### src/vsp_pkg.sv
package vsp_pkg;

  // Word and address layout of the serial command
  localparam int WORD_W       = 16;
  localparam int RW_BIT       = 15;
  localparam int ADDR_HI      = 14;
  localparam int ADDR_LO      = 8;
  localparam int DATA_HI      = 7;
  localparam int REG_BYTES    = 128;
  localparam logic [15:0] ESC_WORD = 16'hBEE8;

  // Burst frame layout, in word positions
  localparam int FRAME_WORDS  = 44;
  localparam int ZERO_WORDS   = 8;
  localparam int HDR_POS      = 8;
  localparam int SMP_FIRST    = 9;
  localparam int SMP_COUNT    = 32;
  localparam int SMP_LAST     = 40;
  localparam int TEMP_POS     = 41;
  localparam int STAT_POS     = 42;
  localparam int CRC_POS      = 43;
  localparam int FIRST_ZERO_SMP = 8;
  localparam logic [7:0]  HDR_LOW   = 8'hAD;
  localparam logic [15:0] CRC_INIT  = 16'hFFFF;
  localparam logic [15:0] CRC_POLY  = 16'h1021;
  localparam logic [15:0] SMP_EMPTY = 16'h8000;
  localparam int FIFO_DEPTH   = 16;

  // Whole state of the serial port, one register
  typedef struct packed {
    logic [1:0]                     sclk_s;
    logic [1:0]                     cs_s;
    logic [1:0]                     mosi_s;
    logic                           sclk_d;
    logic [3:0]                     bitcnt;
    logic [15:0]                    rx;
    logic [15:0]                    tx_sh;
    logic [15:0]                    tx_word;
    logic                           miso;
    logic                           ld;
    logic                           burst;
    logic [5:0]                     fidx;
    logic                           first_pend;
    logic                           frame_first;
    logic                           stream_d;
    logic [7:0]                     hdr_cnt;
    logic [15:0]                    crc;
    logic                           busy_n;
    logic                           esc;
    logic                           wr_stb;
    logic [6:0]                     wr_addr;
    logic [7:0]                     wr_data;
    logic                           done;
    logic [REG_BYTES-1:0][7:0]      mem;
  } vsp_state_s;

endpackage

### src/vsp_spi_port.sv
`timescale 1ns/1ns

// Sample buffer between the sampling logic and the burst reader
module vsp_fifo #(
  parameter int W = 16,
  parameter int D = 16
) (
  input  wire logic         clk_in,
  input  wire logic         rst_in,
  input  wire logic         in_valid_in,
  input  wire logic [W-1:0] in_data_in,
  output logic              in_ready_out,
  output logic              out_valid_out,
  output logic [W-1:0]      out_data_out,
  input  wire logic         out_ready_in
);
  localparam int AW = $clog2(D);
  typedef struct packed {
    logic [D-1:0][W-1:0] mem;
    logic [AW-1:0]       wp;
    logic [AW-1:0]       rp;
    logic [AW:0]         cnt;
    logic                rdy;
  } vsp_fifo_s;
  vsp_fifo_s f_r, f_nxt;
  logic push, pop;

  // Ready is a flop so back-pressure reaches the source cleanly
  always_comb begin
    f_nxt = f_r;
    push = in_valid_in && f_r.rdy;
    pop  = out_ready_in && (f_r.cnt != '0);
    if (push) begin
      f_nxt.mem[f_r.wp] = in_data_in;
      f_nxt.wp = f_r.wp + 1'b1;
    end
    if (pop) begin
      f_nxt.rp = f_r.rp + 1'b1;
    end
    f_nxt.cnt = f_r.cnt + {{AW{1'b0}}, push} - {{AW{1'b0}}, pop};
    f_nxt.rdy = (f_nxt.cnt != (AW+1)'(D));
  end

  always_ff @(posedge clk_in) begin
    if (rst_in) begin
      f_r <= '0;
      f_r.rdy <= 1'b1;
    end else begin
      f_r <= f_nxt;
    end
  end

  assign in_ready_out  = f_r.rdy;
  assign out_valid_out = (f_r.cnt != '0);
  assign out_data_out  = f_r.mem[f_r.rp];
endmodule

// Operation
// - Registers are 16 bits, low byte bits 7..0, high byte 15..8, each byte addressed.
// - Write command: flag one, 7-bit byte address, data byte; device stores the byte.
// - Read takes two words; register contents shift out during the second word.
// - Data bits of a read command are ignored.
// - Full duplex: a new read request is taken while previous data shifts out.
// - Busy output low while output data updates, high when data can be collected.
// - While busy, only the escape code is served; host waits for busy high. An open burst keeps sending its words while busy.
// - In streaming mode one command starts a burst of back-to-back words.
// - Chip select must stay low whole burst; early release discards the burst.
// - Burst is 44 words: 8 zeros, header, 32 samples, temperature, status, CRC.
// - Header has fixed low byte and a per-burst counter in the high byte.
// - Samples oldest first at byte offsets 18..80, then temperature, status, CRC.
// - First frame after entering streaming has eight zero samples and a bad CRC.
// - Link is clock polarity one, phase one, MSB first, 16-bit words, device slave.
module vsp_spi_port
  import vsp_pkg::*;
#(
  parameter int SMP_W = 16,
  parameter int DEPTH = FIFO_DEPTH
) (
  input  wire logic              sys_clk_in,
  input  wire logic              reset_in,
  input  wire logic              sclk_in,
  input  wire logic              cs_n_in,
  input  wire logic              mosi_in,
  output logic                   miso_out,
  output logic                   busy_n_out,
  input  wire logic              proc_busy_in,
  input  wire logic              stream_mode_in,
  input  wire logic              acc_valid_in,
  input  wire logic [SMP_W-1:0]  acc_data_in,
  output logic                   acc_ready_out,
  input  wire logic [15:0]       temp_in,
  input  wire logic [15:0]       status_in,
  output logic                   escape_out,
  output logic                   wr_stb_out,
  output logic [6:0]             wr_addr_out,
  output logic [7:0]             wr_data_out,
  output logic                   burst_done_out
);
  vsp_state_s st_r, st_nxt;
  logic              smp_valid, smp_pop;
  logic [SMP_W-1:0]  smp_data;
  logic              rise, fall, cs_act, wdone;
  logic [15:0]       word;
  logic [15:0]       fw;
  logic [5:0]        nidx;
  logic [6:0]        addr;
  logic [15:0]       rd_val;

  vsp_fifo #(.W(SMP_W), .D(DEPTH)) u_fifo (
    .clk_in        (sys_clk_in),
    .rst_in        (reset_in),
    .in_valid_in   (acc_valid_in),
    .in_data_in    (acc_data_in),
    .in_ready_out  (acc_ready_out),
    .out_valid_out (smp_valid),
    .out_data_out  (smp_data),
    .out_ready_in  (smp_pop)
  );

  // CRC-16, MSB first, one word per call
  function automatic logic [15:0] crc16(input logic [15:0] c, input logic [15:0] d);
    logic [15:0] r;
    r = c;
    for (int i = 15; i >= 0; i--) begin
      r = (r[15] ^ d[i]) ? ((r << 1) ^ CRC_POLY) : (r << 1);
    end
    return r;
  endfunction

  // Edges of the synchronised link; only second stages are looked at
  assign rise   = st_r.sclk_s[1] && !st_r.sclk_d;
  assign fall   = !st_r.sclk_s[1] && st_r.sclk_d;
  assign cs_act = !st_r.cs_s[1];
  assign wdone  = cs_act && rise && (st_r.bitcnt == 4'hF);
  assign word   = {st_r.rx[14:0], st_r.mosi_s[1]};
  assign addr   = word[ADDR_HI:ADDR_LO];
  assign rd_val = {st_r.mem[{addr[6:1], 1'b1}], st_r.mem[{addr[6:1], 1'b0}]};
  assign nidx   = st_r.burst ? (st_r.fidx + 6'd1) : 6'd0;

  // Next frame word by position; samples drain the buffer oldest first
  always_comb begin
    fw = '0;
    smp_pop = 1'b0;
    if (wdone && (st_r.burst || (stream_mode_in && st_r.busy_n))) begin
      if (nidx < 6'(ZERO_WORDS)) begin
        fw = '0;
      end else if (nidx == 6'(HDR_POS)) begin
        fw = {st_r.hdr_cnt, HDR_LOW};
      end else if (nidx <= 6'(SMP_LAST)) begin
        smp_pop = smp_valid;
        if (st_r.frame_first && (nidx < 6'(SMP_FIRST + FIRST_ZERO_SMP))) begin
          fw = '0;
        end else begin
          fw = smp_valid ? 16'(smp_data) : SMP_EMPTY;
        end
      end else if (nidx == 6'(TEMP_POS)) begin
        fw = temp_in;
      end else if (nidx == 6'(STAT_POS)) begin
        fw = status_in;
      end else begin
        fw = st_r.frame_first ? ~st_r.crc : st_r.crc;
      end
    end
  end

  // Whole port state in one next-value process
  always_comb begin
    st_nxt = st_r;
    st_nxt.sclk_s = {st_r.sclk_s[0], sclk_in};
    st_nxt.cs_s   = {st_r.cs_s[0], cs_n_in};
    st_nxt.mosi_s = {st_r.mosi_s[0], mosi_in};
    st_nxt.sclk_d = st_r.sclk_s[1];
    st_nxt.busy_n = !proc_busy_in;
    st_nxt.stream_d = stream_mode_in;
    st_nxt.ld     = 1'b0;
    st_nxt.esc    = 1'b0;
    st_nxt.wr_stb = 1'b0;
    st_nxt.done   = 1'b0;
    if (stream_mode_in && !st_r.stream_d) begin
      st_nxt.first_pend = 1'b1;
    end
    if (!cs_act) begin
      st_nxt.bitcnt = '0;
      if (st_r.burst) begin
        st_nxt.burst   = 1'b0;
        st_nxt.tx_word = '0;
      end
    end else if (rise) begin
      // Sample on the rising edge, MSB first
      st_nxt.rx     = word;
      st_nxt.bitcnt = st_r.bitcnt + 4'd1;
    end else if (fall) begin
      // Drive on the falling edge; word boundary loads the next word
      if (st_r.bitcnt == 4'd0) begin
        st_nxt.miso  = st_r.tx_word[15];
        st_nxt.tx_sh = {st_r.tx_word[14:0], 1'b0};
      end else begin
        st_nxt.miso  = st_r.tx_sh[15];
        st_nxt.tx_sh = {st_r.tx_sh[14:0], 1'b0};
      end
    end
    if (wdone) begin
      st_nxt.ld = 1'b1;
      if (word == ESC_WORD) begin
        st_nxt.esc = 1'b1;
      end
      if (st_r.burst) begin
        // Words follow back to back, host input ignored but for the escape code
        st_nxt.tx_word = fw;
        st_nxt.fidx    = nidx;
        if (nidx < 6'(CRC_POS)) begin
          st_nxt.crc = crc16(st_r.crc, fw);
        end
        if (st_r.fidx == 6'(CRC_POS)) begin
          st_nxt.burst   = 1'b0;
          st_nxt.done    = 1'b1;
          st_nxt.hdr_cnt = st_r.hdr_cnt + 8'd1;
          st_nxt.tx_word = '0;
          st_nxt.fidx    = 6'd0;                        // Parked, never past the frame
        end
      end else if (!st_r.busy_n) begin
        st_nxt.tx_word = '0;
      end else if (stream_mode_in) begin
        // Any command word opens a burst
        st_nxt.burst       = 1'b1;
        st_nxt.fidx        = 6'd0;
        st_nxt.tx_word     = fw;
        st_nxt.crc         = crc16(CRC_INIT, fw);
        st_nxt.frame_first = st_r.first_pend || (stream_mode_in && !st_r.stream_d);
        st_nxt.first_pend  = 1'b0;
      end else if (word[RW_BIT]) begin
        st_nxt.mem[addr] = word[DATA_HI:0];
        st_nxt.wr_stb    = 1'b1;
        st_nxt.wr_addr   = addr;
        st_nxt.wr_data   = word[DATA_HI:0];
        st_nxt.tx_word   = '0;
      end else begin
        // Data bits dropped; contents return in the next word
        st_nxt.tx_word = rd_val;
      end
    end
  end

  always_ff @(posedge sys_clk_in) begin
    if (reset_in) begin
      st_r <= '0;
      st_r.sclk_s <= 2'b11;
      st_r.cs_s <= 2'b11;
      st_r.sclk_d <= 1'b1;
      st_r.first_pend <= 1'b1;
    end else begin
      st_r <= st_nxt;
    end
  end

  // All outputs but acc_ready_out straight from the state register
  assign miso_out       = st_r.miso;
  assign busy_n_out     = st_r.busy_n;
  assign escape_out     = st_r.esc;
  assign wr_stb_out     = st_r.wr_stb;
  assign wr_addr_out    = st_r.wr_addr;
  assign wr_data_out    = st_r.wr_data;
  assign burst_done_out = st_r.done;
endmodule

### config.mk
export PLATFORM = sky130hd
export DESIGN_NAME = vsp_spi_port
export DESIGN_NICKNAME = d
export VERILOG_FILES = /design/src/vsp_pkg.sv /design/src/vsp_spi_port.sv
export SDC_FILE = /design/constraint.sdc
export NUM_CORES = 2
export LEC_CHECK = 0
export BUFFER_PORTS_ARGS = -buffer_cell sky130_fd_sc_hd__buf_2
export CAP_MARGIN = 20
export CORE_MARGIN = 1
export CORE_UTILIZATION = 25
export DETAILED_ROUTE_END_ITERATION = 10
export SLEW_MARGIN = 20
export SYNTH_ARGS = -nofsm -noshare
export SYNTH_HDL_FRONTEND = slang
export SYNTH_SLANG_ARGS = --single-unit
### constraint.sdc
create_clock -name sys_clk_in -period 4.4 [get_ports sys_clk_in]
set_input_delay 0.22 -clock sys_clk_in [delete_from_list [all_inputs] [get_ports sys_clk_in]]
set_output_delay 0.22 -clock sys_clk_in [all_outputs]
set_load 0.05 [all_outputs]
==> impl_results.md <==
* Run status: finished, final reports clean
* Initial antenna violation count at 3
* Die area at 248000 µm²
* Number of global-route vias before repair at 51800
* CTS Sinks at around 1400
* First-pass GRT wire length at 319000 µm
* Root Buffer: clkbuf_16
* Clock insertion delay at the later pin of the skew report at between 0.8 and 0.9 ns
* Syn nets at around 7500
* Dpl ws at 0.375 ns
* Layout cell share with drive strength beyond 1 at 0.125
* Netlist Area Pre-Place at between 60000 and 70000 µm²
* Peak VDD IR at roughly 300 µV
* Largest net degree at the start of global routing at approximately 140
* Port Buf Inserts at 76
* Detail Route Antenna Nets at 0
* Dpl hpwl at around 130000 µm
* Post-synthesis instance total at around 7400
* Post-CTS setup buffers at 0
* Drt initial violations at between 6000 and 7000
* DIE HEIGHT at about 500 µm
* Drt first pass iters at 8
* Period minus WS final at slightly above 4 ns
* Initial core utilization at 0.252
* Synth async-reset ratio at 0
* PnR worst setup slack at roughly 0.27 ns
* Main synth FF type: dfxtp_1
* # IOs at 77
* Area Growth Syn to Fin at 15.1%
* H-tree levels at 4
* Detailed-route wire length at about 210000 µm
* GRT Resource Usage Total at 0.164
* Critical path type: register to register
* Worst clock skew at 0.0446 ns
* CTS buffer count at between 150 and 200
* Reg clk slew, reported paths at 0.05 ns
* Row cnt at ~180
* Total gr overflow at 0
* Max cap viols at 0
* Warnings, synthesis at 0
* Worst min path class: input port to register
* P_leak at between 20 and 25 nW
* CTS tree: built
* Vias at 54300
* Crit. End Element: register
* # DRC at 0
* Distinct cells, synth at 88
* Fmax at approximately 240 MHz
* Final setup viols at 0
* Slew headroom at 0.216
* Critical Path Source Type: register
* Final TNS setup at 0 ns
* Routed vias/inst at 5.12
* Power Dens Cells at 376 nW/µm²
* WP data required at between 5 and 6 ns
* RSZ-0062 raised after global routing: no
* Final Max Tran Viols at 0
* Fillers at 25400
* Most common cell after layout, fill and taps aside: nand2_1
* Measured slew at the worst slew-check pin at ~1.2 ns
* Number of synthesized flops with an enable pin at 0
* Fin nets at 7344
* Placer congestion estimate at ~0.95
* Wire per inst at roughly 20 µm
* Final period util at 0.938
* Worst-case clock buffer depth at 3
* CORE AREA at ~240000 µm²
* CP Data Arrival Time at slightly below 5 ns
* Hold Vio Cnt, Final at 0
* Commonest non-fill, non-tap cells in the layout: nand2_1, dfxtp_1, a21oi_1, mux4_2, nor2_1
* CP Max Fanout at 14
* Synth Register Bits at between 1000 and 1500
* Sequential element share of the synthesized area at 0.458
* Post-Syn Area per Cell at 8.33 µm²
* Die X at ~500 µm
-- state kept, by name, indices dropped and copies added (netlist names) --
register / flops
wr_stb_out: 1
u_fifo.f_r: 269
busy_n_out: 1
addr: 7
wr_data_out: 8
st_nxt: 4
wr_addr_out: 7
st_r: 1104
u_fifo.in_ready_out: 1
burst_done_out: 1
miso_out: 1
escape_out: 1
-- per-layer routing --
metal	GRT usage	part of all wire	routed length, µm
met3	0.0315	0.091	19100
met5	0	0.00011	23
met1	0.217	0.42	87700
met2	0.260	0.46	96000
met4	0.0669	0.039	8160
-- what timing repair did --
action	4_1_cts	5_1_grt
resized for setup	0	0
hold endpoints to repair	282	0
setup endpoints to repair	0	0
hold buffers	21	0
-- through the flow --
| stage | cell area (µm²) | util | power [mW] | hold WS, ns | instances |
|---|---|---|---|---|---|
| after global placement | 65500 | 0.269 | 14.1 | 0.387 | 10300 |
| after floorplan | 61500 | - | 13.7 | 0.292 | 7380 |
| after global routing | 70700 | 0.290 | 27.4 | 0.0778 | 10600 |
| final | 70700 | 0.290 | 26.6 | 0.0652 | 10600 |
| after detailed placement | 65500 | 0.269 | 14.1 | 0.382 | 10300 |
| after CTS | 70700 | 0.290 | 26.7 | 0.0503 | 10600 |
-- critical path, cell delays in order (launching register included) --
cell,delay (ns)
dfxtp_1,0.52
and3_1,0.40
mux2_2,0.48
nand2_1,0.12
buf_4,0.21
nor2_1,0.06
or3_1,0.38
o2111ai_1,0.16
xor2_1,0.31
xnor3_1,0.48
xnor3_2,0.47
xnor2_1,0.22
a21oi_1,0.09
o22ai_1,0.15
-- report_power, final --
group | internal, mW | switching (mW) | total [mW] | leakage, nW
combinational | 0.296 | 0.671 | 0.967 | 7.75
clock | 7.20 | 5.56 | 12.8 | 2.42
sequential | 12.8 | 0.0635 | 12.9 | 11.3
total | 20.3 | 6.29 | 26.6 | 21.5
-- final timing paths --
| path | to | cells after the start | startpoint | slack, ns |
|---|---|---|---|---|
| hold / removal | st_r[1067] | 3 | stream_mode_in | 0.07 |
| setup reg to reg | st_r[1057] | 13 | st_r[1072] | 0.27 |
| hold reg to reg | st_nxt[1131] | 1 | st_nxt[1137] | 0.43 |
| setup / recovery | st_r[1057] | 13 | st_r[1072] | 0.27 |
-- synthesized netlist by cell type (all sizes together) (4+ instances only) --
library cell / instances / area [µm²]
mux2i: 50 / 529
o2111ai: 5 / 50.0
clkbuf: 448 / 1680
a221oi: 7 / 61.3
and3: 9 / 56.3
a31oi: 8 / 50.1
buf: 92 / 515
a21oi: 1356 / 6790
and2: 9 / 58.8
dfxtp: 1405 / 28100
xnor2: 46 / 418
nand3: 46 / 230
xnor3: 5 / 114
o22ai: 21 / 131
nor4: 8 / 50.1
xor2: 32 / 280
o211ai: 7 / 76.3
a211oi: 20 / 150
or3: 6 / 37.5
mux2: 9 / 105
o32ai: 7 / 68.8
mux4: 354 / 7980
inv: 27 / 101
nand2b: 16 / 100
nand4: 19 / 119
ha: 15 / 188
a22o: 8 / 70.1
a22oi: 76 / 571
or2: 8 / 50.1
nor3: 36 / 190
nor2: 272 / 1030
o21ai: 36 / 191
nor2b: 20 / 125
nand2: 2841 / 10700
a21o: 10 / 75.1
o31ai: 8 / 70.1
a311oi: 4 / 47.6
-- kinds of logic (layout without fill, tap and decap cells) --
| logic type | count (synthesis) | after routing | share of synthesized area |
|---|---|---|---|
| buffers and inverters | 567 | 581 | 0.0374 |
| other | 0 | 2 | 0 |
| AO/OA/AOI/OAI | 1590 | 1590 | 0.139 |
| AND/OR/NAND/NOR | 3306 | 3306 | 0.209 |
| adder cells (fa/ha/maj) | 16 | 16 | 0.00338 |
| multiplexers | 413 | 413 | 0.140 |
| flip-flops | 1405 | 1405 | 0.458 |
| XOR/XNOR | 83 | 83 | 0.0132 |
-- layout make-up --
type                       count  area, µm²  share of cell area
inverter                      27        101             0.00143
timing repair buffer         276       2290              0.0324
sequential                  1405      28200               0.398
multi-input combinational   5408      31200               0.441
clock inverter                41        483             0.00683
antenna                        2       5.00           0.0000708
clock buffer                 237       4480              0.0633
tap                         3202       4010              0.0566
(Power assumes the default switching activity.)
